`src/addr_map_pkg.sv`:
```
// address map constants and types for the system address decoder
package addr_map_pkg;

    // ------------------------------------------------------------
    // mapping modes and target regions
    // ------------------------------------------------------------
    typedef enum logic [1:0] {
        MAP_BOOT  = 2'h0,
        MAP_FLASH = 2'h1,
        MAP_RAM   = 2'h2,
        MAP_EXT   = 2'h3
    } map_mode_e;

    typedef enum logic [6:0] {
        RGN_NONE  = 7'h01,
        RGN_FLASH = 7'h02,
        RGN_SRAM  = 7'h04,
        RGN_BOOT  = 7'h08,
        RGN_EXT   = 7'h10,
        RGN_LSPER = 7'h20,
        RGN_HSPER = 7'h40
    } region_e;

    // ------------------------------------------------------------
    // region bases
    // ------------------------------------------------------------
    localparam logic [31:0] FLASH_BASE   = 32'h0000_0000;
    localparam logic [31:0] SRAM_BASE    = 32'h4000_0000;
    localparam logic [31:0] ONCHIP_TOP   = 32'h8000_0000;
    localparam logic [31:0] EXT_BASE     = 32'h8000_0000;
    localparam logic [31:0] LSPER_BASE   = 32'he000_0000;
    localparam logic [31:0] HSPER_BASE   = 32'hffe0_0000;
    localparam logic [31:0] PER_BYTES    = 32'h0020_0000;

    // ------------------------------------------------------------
    // field positions
    // ------------------------------------------------------------
    localparam int          WIN_BITS     = 6;
    localparam int          SLOT_LSB     = 14;
    localparam int          SLOT_BITS    = 7;
    localparam int          BANK_LSB     = 24;
    localparam int          BANK_BITS    = 2;
    localparam int          EXT_TOP_LSB  = 26;
    localparam logic [5:0]  EXT_TOP_VAL  = 6'h20;
    localparam int          WORD_LSB     = 2;

    // ------------------------------------------------------------
    // vector offsets inside the low window
    // ------------------------------------------------------------
    localparam logic [5:0]  VEC_RESET    = 6'h00;
    localparam logic [5:0]  VEC_UNDEF    = 6'h04;
    localparam logic [5:0]  VEC_SWI      = 6'h08;
    localparam logic [5:0]  VEC_PABT     = 6'h0c;
    localparam logic [5:0]  VEC_DABT     = 6'h10;
    localparam logic [5:0]  VEC_RSVD     = 6'h14;
    localparam logic [5:0]  VEC_IRQ      = 6'h18;
    localparam logic [5:0]  VEC_FIQ      = 6'h1c;

    // ------------------------------------------------------------
    // strap capture
    // ------------------------------------------------------------
    localparam logic [1:0]  STRAP_ONCHIP = 2'h3;
    localparam logic [1:0]  STRAP_WAIT   = 2'h3;

endpackage

```
`src/remap_if.sv`:
```
// carrier between the decoder and its low-window remapper
interface remap_if;
    import addr_map_pkg::*;

    logic [31:0] addr;
    map_mode_e   mode;
    logic [31:0] mapped;
    logic        inWindow;

    modport requester (output addr, output mode, input mapped, input inWindow);
    modport remapper  (input addr, input mode, output mapped, output inWindow);
endinterface

```
`src/address_decode_remap_abort.sv`:
```
// system address decoder with low vector remap and abort generation
// Operation
// - peripheral areas: 2 MB, 128 slots of 16 KB
// - peripheral registers word aligned, no lane steering
// - vectors fixed words from 0x00 to 0x1c
// - reset enters boot loader mapping
// - user flash mapping leaves window unredirected
// - user RAM mapping redirects window to SRAM
// - straps not 11 set bootExternal only, mapping mode unaffected
// - redirected window covers 64 bytes at zero
// - mirrored area still answers at native address
// - other regions fixed whatever the mode
// - boot block at top of on-chip space
// - reserved or unassigned access gives matching abort
// - gap after flash up to SRAM aborts
// - gap after SRAM up to boot aborts
// - reserved, unassigned peripheral and unserved external abort
// - fetch from any peripheral area prefetch aborts
// - undefined offset in existing slot no abort
// - prefetch abort travels with fetched instruction
module address_decode_remap_abort #(
    parameter logic [31:0]  FLASH_BYTES = 32'h0004_0000,
    parameter logic [31:0]  SRAM_BYTES  = 32'h0000_4000,
    parameter logic [31:0]  BOOT_BYTES  = 32'h0000_2000,
    parameter logic [2:0]   EXT_BANKS   = 3'h4,
    parameter logic [127:0] LS_PRESENT  = 128'h8000_0000_0000_0000_0000_0000_0000_3fbf,
    parameter logic [127:0] HS_PRESENT  = 128'h8000_0000_0000_0000_0000_0000_0000_0001
) (
    input  wire logic                     clk,
    input  wire logic                     srst,
    input  wire logic                     reqValid,
    input  wire logic [31:0]              reqAddr,
    input  wire logic                     reqFetch,
    input  wire logic                     reqWrite,
    input  wire logic                     mapModeLoad,
    input  wire addr_map_pkg::map_mode_e  mapModeIn,
    input  wire logic [1:0]               bootSelectPins,
    output logic                          respValid,
    output logic [31:0]                   respAddr,
    output addr_map_pkg::region_e         respRegion,
    output logic [6:0]                    respSlot,
    output logic [1:0]                    respBank,
    output logic                          respFetch,
    output logic                          respWrite,
    output logic                          dataAbort,
    output logic                          prefetchAbort,
    output logic [31:0]                   abortAddr,
    output addr_map_pkg::map_mode_e       mapMode,
    output logic                          bootExternal,
    output logic                          strapValid
);
    import addr_map_pkg::*;

    localparam logic [31:0] BOOT_BASE = ONCHIP_TOP - BOOT_BYTES;
    localparam logic [31:0] SRAM_END  = SRAM_BASE + SRAM_BYTES;
    localparam logic [31:0] LSPER_END = LSPER_BASE + PER_BYTES;

    remap_if rmp ();

    logic [1:0]  strapBits;
    logic        strapDone;

    map_mode_e   modeReg;
    map_mode_e   modeNext;

    logic [31:0] mAddr;
    region_e     region;
    logic [6:0]  slot;
    logic [1:0]  bank;
    logic        isPeriph;
    logic        abort;

    logic        respValidReg;
    logic        respValidNext;
    logic [31:0] respAddrReg;
    logic [31:0] respAddrNext;
    region_e     respRegionReg;
    region_e     respRegionNext;
    logic [6:0]  respSlotReg;
    logic [6:0]  respSlotNext;
    logic [1:0]  respBankReg;
    logic [1:0]  respBankNext;
    logic        respFetchReg;
    logic        respFetchNext;
    logic        respWriteReg;
    logic        respWriteNext;
    logic        dataAbortReg;
    logic        dataAbortNext;
    logic        prefetchAbortReg;
    logic        prefetchAbortNext;
    logic [31:0] abortAddrReg;
    logic [31:0] abortAddrNext;
    logic        bootExternalReg;
    logic        bootExternalNext;

    // ------------------------------------------------------------
    // submodules
    // ------------------------------------------------------------
    strap_sampler #(
        .WIDTH (2)
    ) u_strap (
        .clk     (clk),
        .srst    (srst),
        .pins    (bootSelectPins),
        .sampled (strapBits),
        .valid   (strapDone)
    );

    vector_remap #(
        .BOOT_BASE (BOOT_BASE)
    ) u_remap (
        .rm (rmp.remapper)
    );

    assign rmp.addr = reqAddr;
    assign rmp.mode = modeReg;
    assign mAddr    = rmp.mapped;

    // ------------------------------------------------------------
    // mapping mode
    // ------------------------------------------------------------
    always_comb begin
        modeNext         = modeReg;
        bootExternalNext = bootExternalReg;
        if (mapModeLoad) begin
            modeNext = mapModeIn;
        end
        if (strapDone) begin
            bootExternalNext = (strapBits != STRAP_ONCHIP);
        end
    end

    always_ff @(posedge clk) begin
        if (srst) begin
            modeReg         <= MAP_BOOT;
            bootExternalReg <= 1'b0;
        end else begin
            modeReg         <= modeNext;
            bootExternalReg <= bootExternalNext;
        end
    end

    // ------------------------------------------------------------
    // region decode of the remapped address
    // ------------------------------------------------------------
    always_comb begin
        slot     = mAddr[SLOT_LSB +: SLOT_BITS];
        bank     = mAddr[BANK_LSB +: BANK_BITS];
        isPeriph = 1'b0;
        region   = RGN_NONE;
        // native addresses decode the same with or without remap
        if (mAddr < FLASH_BASE + FLASH_BYTES) begin
            region = RGN_FLASH;
        end else if (mAddr < SRAM_BASE) begin
            region = RGN_NONE;
        end else if (mAddr < SRAM_END) begin
            region = RGN_SRAM;
        end else if (mAddr < BOOT_BASE) begin
            region = RGN_NONE;
        end else if (mAddr < ONCHIP_TOP) begin
            region = RGN_BOOT;
        end else if (mAddr < LSPER_BASE) begin
            if ((mAddr[31:EXT_TOP_LSB] == EXT_TOP_VAL) && ({1'b0, bank} < EXT_BANKS)) begin
                region = RGN_EXT;
            end else begin
                region = RGN_NONE;
            end
        end else if (mAddr < LSPER_END) begin
            isPeriph = 1'b1;
            region   = LS_PRESENT[slot] ? RGN_LSPER : RGN_NONE;
        end else if (mAddr < HSPER_BASE) begin
            isPeriph = 1'b1;
            region   = RGN_NONE;
        end else begin
            isPeriph = 1'b1;
            region   = HS_PRESENT[slot] ? RGN_HSPER : RGN_NONE;
        end
        abort = (region == RGN_NONE) || (isPeriph && reqFetch);
    end

    // ------------------------------------------------------------
    // registered answer, one cycle after the request
    // ------------------------------------------------------------
    always_comb begin
        respValidNext     = reqValid;
        respAddrNext      = respAddrReg;
        respRegionNext    = respRegionReg;
        respSlotNext      = respSlotReg;
        respBankNext      = respBankReg;
        respFetchNext     = respFetchReg;
        respWriteNext     = respWriteReg;
        dataAbortNext     = 1'b0;
        prefetchAbortNext = 1'b0;
        abortAddrNext     = abortAddrReg;
        if (reqValid) begin
            respAddrNext   = mAddr;
            if (isPeriph) begin
                // whole-word access only, no byte lane steering
                respAddrNext = {mAddr[31:WORD_LSB], {WORD_LSB{1'b0}}};
            end
            respRegionNext    = abort ? RGN_NONE : region;
            respSlotNext      = slot;
            respBankNext      = bank;
            respFetchNext     = reqFetch;
            respWriteNext     = reqWrite;
            dataAbortNext     = abort && !reqFetch;
            prefetchAbortNext = abort && reqFetch;
            if (abort) begin
                abortAddrNext = reqAddr;
            end
        end
    end

    always_ff @(posedge clk) begin
        if (srst) begin
            respValidReg     <= 1'b0;
            respAddrReg      <= 32'h0000_0000;
            respRegionReg    <= RGN_NONE;
            respSlotReg      <= 7'h00;
            respBankReg      <= 2'h0;
            respFetchReg     <= 1'b0;
            respWriteReg     <= 1'b0;
            dataAbortReg     <= 1'b0;
            prefetchAbortReg <= 1'b0;
            abortAddrReg     <= 32'h0000_0000;
        end else begin
            respValidReg     <= respValidNext;
            respAddrReg      <= respAddrNext;
            respRegionReg    <= respRegionNext;
            respSlotReg      <= respSlotNext;
            respBankReg      <= respBankNext;
            respFetchReg     <= respFetchNext;
            respWriteReg     <= respWriteNext;
            dataAbortReg     <= dataAbortNext;
            prefetchAbortReg <= prefetchAbortNext;
            abortAddrReg     <= abortAddrNext;
        end
    end

    // ------------------------------------------------------------
    // outputs
    // ------------------------------------------------------------
    assign respValid     = respValidReg;
    assign respAddr      = respAddrReg;
    assign respRegion    = respRegionReg;
    assign respSlot      = respSlotReg;
    assign respBank      = respBankReg;
    assign respFetch     = respFetchReg;
    assign respWrite     = respWriteReg;
    assign dataAbort     = dataAbortReg;
    assign prefetchAbort = prefetchAbortReg;
    assign abortAddr     = abortAddrReg;
    assign mapMode       = modeReg;
    assign bootExternal  = bootExternalReg;
    assign strapValid    = strapDone;
endmodule

```
`src/strap_sampler.sv`:
```
// synchronises boot select straps and captures them after reset release
module strap_sampler #(
    parameter int WIDTH = 2
) (
    input  wire logic             clk,
    input  wire logic             srst,
    input  wire logic [WIDTH-1:0] pins,
    output logic      [WIDTH-1:0] sampled,
    output logic                  valid
);
    import addr_map_pkg::*;

    logic [WIDTH-1:0] s1Reg;
    logic [WIDTH-1:0] s2Reg;
    logic [WIDTH-1:0] s3Reg;
    logic [1:0]       waitReg;
    logic [1:0]       waitNext;
    logic [WIDTH-1:0] sampledReg;
    logic [WIDTH-1:0] sampledNext;
    logic             validReg;
    logic             validNext;

    // ------------------------------------------------------------
    // three-stage synchroniser per pin
    // ------------------------------------------------------------
    genvar i;
    generate
        for (i = 0; i < WIDTH; i++) begin : g_sync
            always_ff @(posedge clk) begin
                if (srst) begin
                    s1Reg[i] <= 1'b0;
                    s2Reg[i] <= 1'b0;
                    s3Reg[i] <= 1'b0;
                end else begin
                    s1Reg[i] <= pins[i];
                    s2Reg[i] <= s1Reg[i];
                    s3Reg[i] <= s2Reg[i];
                end
            end
        end
    endgenerate

    // ------------------------------------------------------------
    // capture once the chain is filled and stable
    // ------------------------------------------------------------
    always_comb begin
        waitNext    = waitReg;
        sampledNext = sampledReg;
        validNext   = validReg;
        if (waitReg != STRAP_WAIT) begin
            waitNext = waitReg + 2'h1;
        end else if (!validReg && (s2Reg == s3Reg)) begin
            sampledNext = s3Reg;
            validNext   = 1'b1;
        end
    end

    always_ff @(posedge clk) begin
        if (srst) begin
            waitReg    <= 2'h0;
            sampledReg <= '0;
            validReg   <= 1'b0;
        end else begin
            waitReg    <= waitNext;
            sampledReg <= sampledNext;
            validReg   <= validNext;
        end
    end

    assign sampled = sampledReg;
    assign valid   = validReg;
endmodule

```
`src/vector_remap.sv`:
```
// low vector window redirection by mapping mode
module vector_remap #(
    parameter logic [31:0] BOOT_BASE = 32'h7fff_e000
) (
    remap_if.remapper rm
);
    import addr_map_pkg::*;

    always_comb begin
        rm.inWindow = (rm.addr[31:WIN_BITS] == '0);
        rm.mapped   = rm.addr;
        if (rm.inWindow) begin
            // offset kept so each vector stays at its own word
            case (rm.mode)
                MAP_BOOT:  rm.mapped = {BOOT_BASE[31:WIN_BITS], rm.addr[WIN_BITS-1:0]};
                MAP_FLASH: rm.mapped = rm.addr;
                MAP_RAM:   rm.mapped = {SRAM_BASE[31:WIN_BITS], rm.addr[WIN_BITS-1:0]};
                MAP_EXT:   rm.mapped = {EXT_BASE[31:WIN_BITS], rm.addr[WIN_BITS-1:0]};
            endcase
        end
    end
endmodule
```
`config.mk`:
```
export PLATFORM = sky130hd
export DESIGN_NAME = address_decode_remap_abort
export DESIGN_NICKNAME = d
export VERILOG_FILES = /design/src/addr_map_pkg.sv /design/src/remap_if.sv /design/src/address_decode_remap_abort.sv /design/src/strap_sampler.sv /design/src/vector_remap.sv
export SDC_FILE = /design/constraint.sdc
export NUM_CORES = 1
export LEC_CHECK = 0
export BUFFER_PORTS_ARGS = -buffer_cell sky130_fd_sc_hd__buf_2
export CAP_MARGIN = 40
export CELL_PAD_IN_SITES_DETAIL_PLACEMENT = 1
export CELL_PAD_IN_SITES_GLOBAL_PLACEMENT = 1
export CORE_UTILIZATION = 40
export DETAILED_ROUTE_END_ITERATION = 8
export HOLD_SLACK_MARGIN = 0.1
export PLACE_DENSITY_LB_ADDON = 0.1
export REMOVE_ABC_BUFFERS = 1
export SYNTH_ARGS = -nofsm -noshare
export SYNTH_HDL_FRONTEND = slang
export SYNTH_SLANG_ARGS = --single-unit
```
`constraint.sdc`:
```
create_clock -name clk -period 9.6 [get_ports clk]
set_clock_uncertainty 0.2 [all_clocks]
set_input_delay 1.92 -clock clk [delete_from_list [all_inputs] [get_ports clk]]
set_output_delay 1.92 -clock clk [all_outputs]
set_load 0.03 [all_outputs]
```
# Yosys cells after proc, flatten, opt, wreduce, memory -nomap -nowiden
# Memory sizes are Yosys's and may differ from the RTL's.
# Cells that the tools add are included.
# word_totals
latch_bits,0
in_bits,42
out_inout_bits,89
romBits,256
ramBits,0
mem_count,2
reg_bits,99
elab_cells,78
# mem_list
name,depth,word_bits,rd,rd_clocked_by_memory_dff,wr,line_no,source
(no name shown),128,1,1,0,0,address_decode_remap_abort.sv:176,region = HS_PRESENT[slot] ? RGN_HSPER : RGN_NONE;
(no name shown),128,1,1,0,0,address_decode_remap_abort.sv:170,region = LS_PRESENT[slot] ? RGN_LSPER : RGN_NONE;
# op_classes
n_shift,0
bitwise_logic,2
eq_ne,8
n_reduce_logical,12
n_div,0
n_mul,0
add_sub_neg,1
order_cmp,9
mux,23
# ops
operator,count
$lt 32x32->1 const B,4
$pmux 32 s4,1
$lt 32x31->1 const B,3
$mux 7,10
$lt 32x19->1 const B,1
$mux 32,1
$logic_not 26->1,1
$lt 7x8->1 const B,1
$mux 1,8
$eq 7x1->1 const B,1
$eq 6x6->1 const B,1
$mux 6,1
$mux 5,1
$eq 2x2->1 const B,2
$logic_and 1x1->1,4
$ne 2x2->1 const B,2
$reduce_and 2->1,2
$add 2x1->2 const B,1
$eq 2x1->1 const B,1
$eq 2x2->1,1
$logic_not 1->1,2
$logic_not 2->1,1
$mux 2,1
$not 1->1,2
2 further kinds,2

# Logic depth before layout (Yosys ltp)
# Gate-level depths: netlist of the first run.
# logic_depth
word_depth,17
depth_mapped,10
ltp_nobuf,7

# Hierarchy
# Synthesis of the first run repeated with hierarchy kept, for this count alone.
# unflattened
hier_cells,436
area_unflattened_um2,4478.0
# modules_own_cells
mod,area_per_inst_um2,cells_per_inst,seq_area_each_um2,n_inst
address_decode_remap_abort,3568.4,334,1581.5,1
vector_remap,511.7,69,0.0,1
strap_sampler,397.9,33,220.2,1

# Worst setup path after synthesis of the first run
# Ideal clock, no wire load.
# synth_timing
path_type,input to register
startpoint,input reqAddr[26]
endpoint,register respRegionReg[2] (netlist: respRegion[2])
stages,7
path_buffers,0
arrival_time_ns,4.338
setup_slack_ns,4.978
required_time_ns,9.316
setup_time_ns,0.084
cell_sequence,or4_4 or3_4 or4_4 and3_1 a31o_2 or3_4 o31ai_2
# synth_via
elab_chain_len,16
elab_cells_between_ends,37
cone_classes,8 x order compare; 2 x eq/ne; 22 x mux; 3 x reduce/logical; 2 x memory
# synth_rtl
item,line_no,source
start: declaration,address_decode_remap_abort.sv:32,"input wire logic [31:0] reqAddr,"
$logic_not 26->1,vector_remap.sv:10,rm.inWindow = (rm.addr[31:WIN_BITS] == '0);
$mux 32 (*),vector_remap.sv:12,if (rm.inWindow) begin
$mem_v2 128x1,--,
$mux 1 (not written as such),address_decode_remap_abort.sv:176,
$mux 7,address_decode_remap_abort.sv:176,
$mux 7,address_decode_remap_abort.sv:171,end else if (mAddr < HSPER_BASE) begin
$mux 7,address_decode_remap_abort.sv:168,end else if (mAddr < LSPER_END) begin
$mux 7,address_decode_remap_abort.sv:162,end else if (mAddr < LSPER_BASE) begin
$mux 7,address_decode_remap_abort.sv:160,end else if (mAddr < ONCHIP_TOP) begin
$mux 7,address_decode_remap_abort.sv:158,end else if (mAddr < BOOT_BASE) begin
$mux 7,address_decode_remap_abort.sv:156,end else if (mAddr < SRAM_END) begin
$mux 7,address_decode_remap_abort.sv:154,end else if (mAddr < SRAM_BASE) begin
$mux 7,address_decode_remap_abort.sv:152,if (mAddr < FLASH_BASE + FLASH_BYTES) begin
$eq 7x1->1,address_decode_remap_abort.sv:178,abort = (region == RGN_NONE) || (isPeriph && reqFetch);
$logic_or 1x1->1,address_decode_remap_abort.sv:178,
$mux 7 (*),address_decode_remap_abort.sv:201,respRegionNext = abort ? RGN_NONE : region;
end signal: assignment,address_decode_remap_abort.sv:229,respRegionReg <= respRegionNext;
end: declaration,address_decode_remap_abort.sv:77,region_e respRegionReg;
# Mark *: on every way between the ends. The rest lies on a longest branch, timed or not. The select of a mux whose other input is x is not followed.
# A chain may end at the register's enable or synchronous reset.

# Worst setup path after layout of the first run
# layout_timing
startpoint,input reqAddr[26]
endpoint,register abortAddrReg[12] (netlist: abortAddr[12])
# layout_via
elab_chain_len,16
elab_cells_between_ends,37
cone_classes,8 x order compare; 2 x eq/ne; 21 x mux; 4 x reduce/logical; 2 x memory
# layout_rtl
item,line_no,source
$logic_not 26->1,vector_remap.sv:10,
$mux 32 (*),vector_remap.sv:12,
$mem_v2 128x1,--,
$mux 1 (not written as such),address_decode_remap_abort.sv:176,
$mux 7,address_decode_remap_abort.sv:176,
$mux 7,address_decode_remap_abort.sv:171,
$mux 7,address_decode_remap_abort.sv:168,
$mux 7,address_decode_remap_abort.sv:162,
$mux 7,address_decode_remap_abort.sv:160,
$mux 7,address_decode_remap_abort.sv:158,
$mux 7,address_decode_remap_abort.sv:156,
$mux 7,address_decode_remap_abort.sv:154,
$mux 7,address_decode_remap_abort.sv:152,
$eq 7x1->1,address_decode_remap_abort.sv:178,
$logic_or 1x1->1 (*),address_decode_remap_abort.sv:178,
$reduce_and 2->1 (no line) (*),--,
end signal: assignment,address_decode_remap_abort.sv:236,abortAddrReg <= abortAddrNext;
end: declaration,address_decode_remap_abort.sv:91,logic [31:0] abortAddrReg;
# Marked as above.

==> summary.md, run 1 <==
| Metric | Value |
|---|---|
| Status | `complete, no violations` |
| Post-synthesis mux area share | `13.0%` |
| Layout cells sized above 1 | `30.1%` |
| Reg2reg start | `mapMode[0]$_SDFFE_PP0P_` |
| Initial antenna violation count | `0` |
| Post-synthesis compound-gate area fraction | `7.24%` |
| HPWL after DPL | `7200 um` |
| Reg2reg end | `abortAddr[12]$_SDFFE_PP0P_` |
| Post-DRT Antenna Nets | `0` |
| Worst Reg-to-Reg Cells | `8` |
| Critical path startpoint category | `input port` |
| Number of buffers added on ports | `130` |
| Crit Path Class | `in2reg` |
| Max-slew violation count | `0` |
| Die height | `100 um` |
| Final min period | `4.71 ns` |
| Cts bufs inserted | `9` |
| Largest area contributor in the netlist | `dfxtp_1` |
| Critical Path RT | `9.69 ns` |
| WL/cell | `15.2 um` |
| Max Clk Rate | `212 MHz` |
| Worst Setup SP | `reqAddr[26]` |
| Chip width | `100 um` |
| Maxcap violations | `0` |
| Vias in the first global route | `3,269` |
| Post-route cell area | `0.00476 mm^2` |
| Leak | `0.00218 uW` |
| DRT Pass-1 Iters | `4` |
| Total gr overflow | `0` |
| Initial Util | `41.5%` |
| XOR/XNOR Fraction of Synth Area | `0.910%` |
| CTS tree | `yes` |
| CTS max path bufs | `2` |
| Period utilisation layout | `49.1%` |
| H-Tree Depth | `3` |
| Routed vias/inst | `4.95` |
| Largest net degree at the start of global routing | `100` |
| Cells after synthesis | `415` |
| Worst setup endpoint | `abortAddr[12]$_SDFFE_PP0P_` |
| Diodes inserted | `0` |
| Final setup fails | `0` |
| Postcts setup bufs | `0` |
| Layout net count | `570` |
| Crit. End Element | `flip-flop` |
| R2R Setup Slk | `6.98 ns` |
| Core Region | `0.00928 mm^2` |
| Ports | `131` |
| Crit-path cells | `buf_2 -> or4_4 -> or3_4 -> nor4_1 -> o21bai_1 -> a31o_2 -> o21a_2 -> buf_12 -> mux2i_1` |
| First-pass GRT wire length | `16,400 um` |
| Max incr delay on CP | `0.57 ns` |
| Unrepaired setup endpoints after global routing | `false` |
| Register area share after synthesis | `46.8%` |
| Synth top area share | `46.8%` |
| Clock transition at path regs | `0.10 ns` |
| Filler cells | `1,143` |
| WP data arrival | `4.80 ns` |
| DR vias | `3,269` |
| Worst Path Max Fanout | `21` |
| Post-place instance area | `0.00454 mm^2` |
| Top area cells in the synthesized netlist | `dfxtp_1 (47%), mux2i_1 (13%), nand2b_1 (11%)` |
| Power per Cell Area | `178 mW/mm^2` |
| Post-Route WL | `10,000 um` |
| Ys Warns | `0` |
| Root Buffer | `clkbuf_8` |
| Tot Pwr | `849 uW` |
| Hold Fails Final Rpt | `0` |
| Synth Area in Simple Gates | `26.6%` |
| Tot GR Track Use | `20.9%` |
| Sink Count | `90` |
| Synth cell types | `46` |
| CTS Hold Bufs | `0` |
| Die area | `0.0100 mm^2` |
| Setup_tns | `0 ns` |
| Yosys reg bits | `90` |
| DRC violations left | `0` |
| Max IR drop VDD | `0.0840 mV` |
| Adder-cell area share of the yosys netlist | `0.325%` |
| Worst-margin pin slew | `0.795 ns` |
| Post-Syn Area per Cell | `9.28 um^2` |
| Clock Latency Late Sink | `0.37 ns` |
| Mapped cell area | `0.00385 mm^2` |
| Largest family of logic cells by synthesized area | `simple AND/OR/NAND/NOR gates` |
| Area Overhead vs Synth | `23.7%` |
| Cell Rows | `35` |
| Worst slew margin | `47.0%` |
| Slowest cell on crit path | `or4_4` |
| Worst hold slack | `0.247 ns` |
| Gpl congestion | `0.808` |
| DRT iter0 DRCs | `91` |
| Hold Path Class | `reg2reg` |
| PostCTS Resize Cnt | `0` |
Yosys cell counts, drive strengths merged:
cell,instances
buf,16
dfxtp,90
nand3,8
o211ai,2
o31a,1
a31o,1
and3,2
o311ai,1
o41ai,1
a21oi,6
ha,1
a22o,1
or3,3
mux2i,50
o21ai,21
nor3b,1
or4,5
o211a,1
xor2,4
a311oi,1
and4b,1
nor4b,1
nor4,5
nor2,47
clkbuf,17
a41oi,1
o31ai,1
nor2b,6
o21a,1
nand2b,66
nor3,5
and2,2
o21bai,2
nand4,5
and4,1
a211oi,2
or2,2
inv,3
nand2,31
per-layer routing:
layer | track usage (%) | part of all wire (%) | vias to the layer above
li1 | - | - | 1613
met1 | 26.7 | 46 | 1575
met2 | 34.6 | 48 | 69
met3 | 5.15 | 4.6 | 12
met4 | 7.02 | 1.2 | 0
met5 | 0 | 0 | -
state kept, by name, summed over array words and instances (netlist names), 2 cells and up:
signal           flops
u_strap.s1Reg        2
u_strap.sampled      2
respRegion           7
respAddr            32
mapMode              2
u_strap.s2Reg        2
abortAddr           32
u_strap.s3Reg        2
u_strap.waitReg      2
power breakdown:
part / total (uW) / switching (uW) / internal [uW] / leakage [uW]
sequential: 409 / 12.5 / 396 / 0.000740
combinational: 147 / 96.0 / 51.1 / 0.00134
clock: 293 / 143 / 150 / 0.000107
metrics by stage:
step / worst slack [ns] / instances / utilization (%)
floorplan: 3.86 / 382 / -
global placement: 4.48 / 643 / 48.5
detailed placement: 4.53 / 645 / 48.9
CTS: 4.89 / 661 / 51.3
global route: 4.72 / 661 / 51.3
finish: 4.89 / 661 / 51.3
worst min path at each step:
| stage | cells after the start | to | start | slack [ns] |
|---|---|---|---|---|
| 2_1_floorplan | 1 | u_strap.s2Reg[0]$_SDFF_PP0_ | u_strap.s1Reg[0]$_SDFF_PP0_ | 0.21 |
| 3_3_place_gp | 1 | u_strap.s2Reg[1]$_SDFF_PP0_ | u_strap.s1Reg[1]$_SDFF_PP0_ | 0.22 |
| 3_5_place_dp | 1 | u_strap.s2Reg[1]$_SDFF_PP0_ | u_strap.s1Reg[1]$_SDFF_PP0_ | 0.23 |
| 4_1_cts | 1 | u_strap.s2Reg[1]$_SDFF_PP0_ | u_strap.s1Reg[1]$_SDFF_PP0_ | 0.25 |
| 5_1_grt | 1 | u_strap.s2Reg[0]$_SDFF_PP0_ | u_strap.s1Reg[0]$_SDFF_PP0_ | 0.26 |
| 6_report | 1 | u_strap.s2Reg[1]$_SDFF_PP0_ | u_strap.s1Reg[1]$_SDFF_PP0_ | 0.25 |
critical path, delay by kind of cell:
kind            cells  cell delay, ns
buf+inv             2            0.38
mux                 1            0.21
simple gates        3            1.45
compound gates      3            0.81
layout make-up:
| cell class | instances | area (um^2) | share of cell area (%) |
|---|---|---|---|
| Clock buffer | 10 | 128 | 2.68 |
| Clock inverter | 6 | 97.6 | 2.05 |
| Inverter | 3 | 11.3 | 0.236 |
| Multi-Input combinational cell | 289 | 1860 | 39.1 |
| Sequential cell | 90 | 1800 | 37.8 |
| Tap cell | 129 | 161 | 3.39 |
| Timing Repair Buffer | 134 | 701 | 14.7 |
layout by cell type (no fill, tap or decap), types with 2 or more instances in the layout:
| master | netlist | final |
|---|---|---|
| buf_2 | 0 | 130 |
| dfxtp_1 | 90 | 90 |
| nand2b_1 | 66 | 66 |
| mux2i_1 | 50 | 50 |
| nor2_1 | 47 | 46 |
| nand2_1 | 31 | 31 |
| o21ai_1 | 20 | 20 |
| clkbuf_8 | 0 | 9 |
| nand3_1 | 8 | 8 |
| a21oi_1 | 6 | 6 |
| nor2b_1 | 6 | 6 |
| nor3_1 | 5 | 5 |
| nand4_1 | 5 | 5 |
| nor4_1 | 4 | 4 |
| xor2_1 | 4 | 4 |
| inv_1 | 3 | 3 |
| or4_1 | 3 | 3 |
| and3_1 | 2 | 2 |
| and2_1 | 2 | 2 |
| o211ai_1 | 2 | 2 |
| or4_4 | 2 | 2 |
| a211oi_1 | 2 | 2 |
| or3_4 | 2 | 2 |
| o21bai_1 | 2 | 2 |
| bufinv_16 | 0 | 2 |
| inv_8 | 0 | 2 |
| clkinvlp_4 | 0 | 2 |
| buf_4 | 9 | 2 |
cells by family (layout without fill, tap and decap cells):
family | count (synthesis) | in the layout
mux | 50 | 50
fa+ha+maj | 1 | 1
xor+xnor | 4 | 4
simple gates | 191 | 191
compound gates | 43 | 43
buf+inv | 36 | 153
flops | 90 | 90
No activity file was read; power rests on OpenSTA's default activity.
==> run 2: changes to the inputs <==
- CORE_UTILIZATION: 40 -> 37
- clock period: 9.6 -> 4.7 ns (I/O delays scaled with it)
==> run 2 against run 1 <==
Compared with the run above:
- clock power grew 84%
- utilization down 3.3 points
- via count decreased by 0.31%
- worst hold slack worse by 0.0022 ns
- first-iteration DRC count grew 6.6%
- combinational power up 110%
==> summary.md, run 2 (synthesis gave the netlist of run 1 again) <==
| Metric | Value |
|---|---|
| Status | `complete, no violations` |
| Clock Latency Late Sink | `0.35 ns` |
| H-Tree Depth | `3` |
| Vias in the first global route | `3,286` |
| Leak | `0.00217 uW` |
| Core Region | `0.00991 mm^2` |
| PostCTS Resize Cnt | `0` |
| Postcts setup bufs | `0` |
| Gpl congestion | `0.793` |
| Layout net count | `570` |
| Max incr delay on CP | `0.57 ns` |
| Commonest non-fill, non-tap cell in the layout | `buf_2` |
| Sink Count | `90` |
| DRC violations left | `0` |
| First-pass GRT wire length | `16,800 um` |
| DRT iter0 DRCs | `97` |
| Critical path startpoint category | `input port` |
| R2R Setup Slk | `2.03 ns` |
| Worst Reg-to-Reg Cells | `8` |
| CTS tree | `yes` |
| Hold Path Class | `reg2reg` |
| Final setup fails | `0` |
| CTS Hold Bufs | `0` |
| Post-DRT Antenna Nets | `0` |
| Slowest cell on crit path | `or4_4` |
| Ports | `131` |
| Crit-path cells | `buf_2 -> or4_4 -> or3_4 -> or4_4 -> and3_1 -> a31o_2 -> o21a_2 -> buf_16 -> mux2i_1` |
| Area Overhead vs Synth | `23.4%` |
| Met2 Track Usage GR | `31.3%` |
| DR vias | `3,259` |
| Tot GR Track Use | `19.4%` |
| Max IR drop VDD | `0.149 mV` |
| Post-Route WL | `10,400 um` |
| Final min period | `3.75 ns` |
| WP data arrival | `3.79 ns` |
| WP buf/inv | `2` |
| Chip width | `104 um` |
| Unrepaired setup endpoints after global routing | `false` |
| Worst-margin pin slew | `0.744 ns` |
| Layout cells sized above 1 | `30.1%` |
| Total gr overflow | `0` |
| DRT Pass-1 Iters | `4` |
| Cell Rows | `36` |
| Number of buffers added on ports | `130` |
| Final WS setup | `0.947 ns` |
| Met3 GRT Util | `4.70%` |
| Worst Path Max Fanout | `18` |
| Worst slew margin | `49.7%` |
| Crit-path most repeated cell | `or4_4` |
| Diodes inserted | `0` |
| Die height | `104 um` |
| Period utilisation layout | `79.9%` |
| Reg2reg start | `mapMode[0]$_SDFFE_PP0P_` |
| Root Buffer | `clkbuf_8` |
| Worst setup endpoint | `abortAddr[23]$_SDFFE_PP0P_` |
| Hold Fails Final Rpt | `0` |
| Initial antenna violation count | `0` |
| WHS Path Cells | `1` |
| Gr busiest metal | `met2` |
| Post-place instance area | `0.00455 mm^2` |
| Max Clk Rate | `266 MHz` |
| Clock transition at path regs | `0.09 ns` |
| Routed vias/inst | `4.90` |
| Post-route cell area | `0.00475 mm^2` |
| GR Layer Usage met1 | `25.7%` |
| Initial Util | `38.9%` |
| Crit path depth | `9` |
| Largest net degree at the start of global routing | `55` |
| Max-slew violation count | `0` |
| Reg2reg end | `abortAddr[23]$_SDFFE_PP0P_` |
| Worst Setup SP | `reqAddr[26]` |
| Maxcap violations | `0` |
| Cts bufs inserted | `9` |
| HPWL after DPL | `7610 um` |
| CTS max path bufs | `2` |
| Delay-heaviest family, CP | `simple AND/OR/NAND/NOR gates` |
| Critical Path RT | `4.74 ns` |
| Die area | `0.0108 mm^2` |
| Crit Path Class | `in2reg` |
| Dpl ws | `0.568 ns` |
| WL/cell | `15.6 um` |
| Power per Cell Area | `353 mW/mm^2` |
| Most frequent cells in the layout | `buf_2 (130), dfxtp_1 (90), nand2b_1 (66)` |
| Crit. End Element | `flip-flop` |
[run 2: cell count changes in the layout (fill, tap and decap cells not counted)]
cell / change
clkinvlp_4: +1
bufinv_16: -1
inv_6: +1
inv_8: -2
clkbuf_8: +1
buf_12: -1
buf_16: +1
[run 2: how the worst min path moves through the flow]
stage | start | to | slack [ns]
2_1_floorplan | u_strap.s1Reg[0]$_SDFF_PP0_ | u_strap.s2Reg[0]$_SDFF_PP0_ | 0.21
3_3_place_gp | u_strap.s1Reg[0]$_SDFF_PP0_ | u_strap.s2Reg[0]$_SDFF_PP0_ | 0.22
3_5_place_dp | u_strap.s1Reg[0]$_SDFF_PP0_ | u_strap.s2Reg[0]$_SDFF_PP0_ | 0.23
4_1_cts | u_strap.s1Reg[0]$_SDFF_PP0_ | u_strap.s2Reg[0]$_SDFF_PP0_ | 0.25
5_1_grt | u_strap.s1Reg[0]$_SDFF_PP0_ | u_strap.s2Reg[0]$_SDFF_PP0_ | 0.27
6_report | u_strap.s1Reg[0]$_SDFF_PP0_ | u_strap.s2Reg[0]$_SDFF_PP0_ | 0.24
[run 2: worst register-to-register path: stages, from the launching register on]
cell	delay, ns
dfxtp_1	0.46
xor2_1	0.17
nor4_1	0.07
or4_4	0.43
and3_1	0.19
a31o_2	0.23
o21a_2	0.40
buf_16	0.26
mux2i_1	0.14
[run 2: through the flow]
stage	utilization [%]	TNS, ns	cells	hold slack, ns	total power, uW
after global placement	45.5	0	647	0.217	1150
after detailed placement	45.9	0	649	0.228	1160
after global routing	48.0	0	665	0.265	1760
after CTS	48.0	0	665	0.250	1700
after floorplan	-	-2.01	382	0.214	1040
final	48.0	0	665	0.245	1680
[run 2: final cells by class]
type / count / area [um^2]
fill: 1217 / 5160
multi-input combinational: 289 / 1860
sequential: 90 / 1800
timing repair buffer: 134 / 708
tap: 133 / 166
clock buffer: 11 / 141
clock inverter: 5 / 61.3
inverter: 3 / 11.3
[run 2: per-layer routing]
metal	wire length, um	part of all wire, %	vias to the layer above
li1	-	-	1618
met1	4830	47	1554
met2	4920	47	80
met3	527	5.1	7
met4	102	0.98	0
met5	0	0	-
[run 2: where the power goes]
group | internal (uW) | leakage, uW | switching (uW)
sequential | 809 | 0.000740 | 26.1
clock | 263 | 0.0000922 | 277
combinational | 105 | 0.00134 | 198
==> run 3: changes to the inputs <==
- CORE_UTILIZATION: 37 -> 33
- clock period: 4.7 -> 3.1 ns (I/O delays scaled with it)
==> run 3 against run 2 <==
Compared with the run above:
- the flow now finishes with violations (setup timing)
- combinational power increased by 74%
- cell count grew 8.4%
- flip-flop and latch count did not move
- non-clock buffer count is 46 higher
- via count is 5.6% higher
- clock power is 98% higher
- critical endpoint is now respRegion[4]$_SDFFE_PP0P_
- largest cell class unchanged
- largest power group unchanged
==> summary.md, run 3 (synthesis gave the netlist of run 1 again) <==
| Metric | Value |
|---|---|
| Status | `finished with violations` |
| Failing checks | `setup timing` |
| Max IR drop VDD | `0.341 mV` |
| Commonest non-fill, non-tap cell in the layout | `buf_2` |
| WL/cell | `15.2 um` |
| Most frequent cells in the layout | `buf_2 (128), dfxtp_1 (90), nand2b_1 (66)` |
| Unrepaired setup endpoints after global routing | `true` |
| Ports | `131` |
| DRT iter0 DRCs | `85` |
| HPWL after DPL | `7860 um` |
| Initial antenna violation count | `0` |
| Leak | `0.00247 uW` |
| Sink Count | `90` |
| Crit. End Element | `flip-flop` |
| WP data arrival | `3.15 ns` |
| Vias in the first global route | `3,387` |
| Layout cells sized above 1 | `36.3%` |
| Total gr overflow | `0` |
| Die area | `0.0121 mm^2` |
| DRT Pass-1 Iters | `4` |
| Filler cells | `1,391` |
| Layout net count | `616` |
| Tot GR Track Use | `18.4%` |
| Non-filler cells, final | `721` |
| Worst hold slack | `0.237 ns` |
| Cts bufs inserted | `9` |
| DRC violations left | `0` |
| Power per Cell Area | `538 mW/mm^2` |
| DR vias | `3,443` |
| Tot Pwr | `2860 uW` |
| Post-place instance area | `0.00488 mm^2` |
| Hold Path Class | `reg2reg` |
| Post-Route WL | `11,000 um` |
| Largest net degree at the start of global routing | `81` |
| Post-route cell area | `0.00532 mm^2` |
| Routed vias/inst | `4.78` |
| H-Tree Depth | `3` |
| Number of buffers added on ports | `130` |
| Final WS setup | `-0.0140 ns` |
| Worst slew margin | `54.1%` |
| Die height | `110 um` |
| Maxcap violations | `0` |
| Period utilisation layout | `100%` |
| Area Overhead vs Synth | `38.1%` |
| Final min period | `3.11 ns` |
| Clock transition at path regs | `0.06 ns` |
| Hold Fails Final Rpt | `0` |
| Cell Rows | `39` |
| Gpl congestion | `0.744` |
| Root Buffer | `clkbuf_16` |
| Critical Path RT | `3.14 ns` |
| Worst-margin pin slew | `0.679 ns` |
| Worst Path Max Fanout | `5` |
| CTS max path bufs | `2` |
| Post-Place Cells | `699` |
| Chip width | `110 um` |
| CTS tree | `yes` |
| Diodes inserted | `0` |
| Initial Util | `33.7%` |
| Core Region | `0.0114 mm^2` |
| CTS Hold Bufs | `0` |
| Max Clk Rate | `321 MHz` |
| Final setup fails | `3` |
| Max-slew violation count | `0` |
| Clock Latency Late Sink | `0.34 ns` |
| Crit Path Class | `in2reg` |
| First-pass GRT wire length | `16,800 um` |
| Post-DRT Antenna Nets | `0` |
| Critical path startpoint category | `input port` |
## run 3: cell count changes in the layout (fill, tap and decap cells not counted), sizes merged
| cell | change |
|---|---|
| clkinv | +2 |
| clkinvlp | -1 |
| inv | -1 |
| buf | +43 |
| clkbuf | +3 |
## run 3: metrics by stage
step	util, %	setup TNS (ns)	worst slack (ns)
3_5_place_dp	42.7	-13.06	-0.403
2_1_floorplan	-	-48.90	-1.34
3_3_place_gp	42.6	-11.53	-0.331
6_report	46.6	-0.0270	-0.0140
4_1_cts	45.4	-0.0190	-0.0190
5_1_grt	46.6	-1.10	-0.0625
## run 3: layer usage
metal | up-vias | global-route usage, % | share of wire (%)
li1 | 1714 | - | -
met1 | 1645 | 22.9 | 45
met2 | 70 | 30.4 | 49
met3 | 14 | 3.70 | 4.4
met4 | 0 | 8.86 | 1.7
met5 | - | 0 | 0
## run 3: report_power, final
group	internal, uW	leakage [uW]	switching (uW)
sequential	1230	0.000740	36.7
clock	622	0.000136	449
combinational	209	0.00160	316
total	2060	0.00247	802
## run 3: repair_timing
action,CTS,global route
pin swaps,0,1
resized for setup,3,7
hold endpoints to repair,0,0
cloned,0,4
setup endpoints to repair,5,36
buffers inserted,1,1
## run 3: cell type report
cell class                      count  area (um^2)  share of cell area [%]
Timing Repair Buffer              180         1140                    21.4
Multi-Input combinational cell    289         1900                    35.8
Clock buffer                       11          233                    4.38
Sequential cell                    90         1800                    33.9
Tap cell                          143          179                    3.36
Inverter                            3         11.3                   0.212
Clock inverter                      5         55.1                    1.04
## run 3: final timing paths
kind                                from                     endpoint  slack [ns]  depth (start not counted)
max                          reqAddr[26]   respRegion[4]$_SDFFE_PP0P_       -0.01                          8
min          u_strap.s1Reg[0]$_SDFF_PP0_  u_strap.s2Reg[0]$_SDFF_PP0_        0.24                          1
max reg2reg      mapMode[0]$_SDFFE_PP0P_   respRegion[4]$_SDFFE_PP0P_        0.76                          7
min reg2reg  u_strap.s1Reg[0]$_SDFF_PP0_  u_strap.s2Reg[0]$_SDFF_PP0_        0.24                          1
## run 3: critical path: stages
cell and delay, ns:
buf_6 0.09, or4_4 0.53, or3_4 0.39, or4_4 0.49, and3_4 0.20, a31o_4 0.22, or3_4 0.40, o41ai_2 0.21
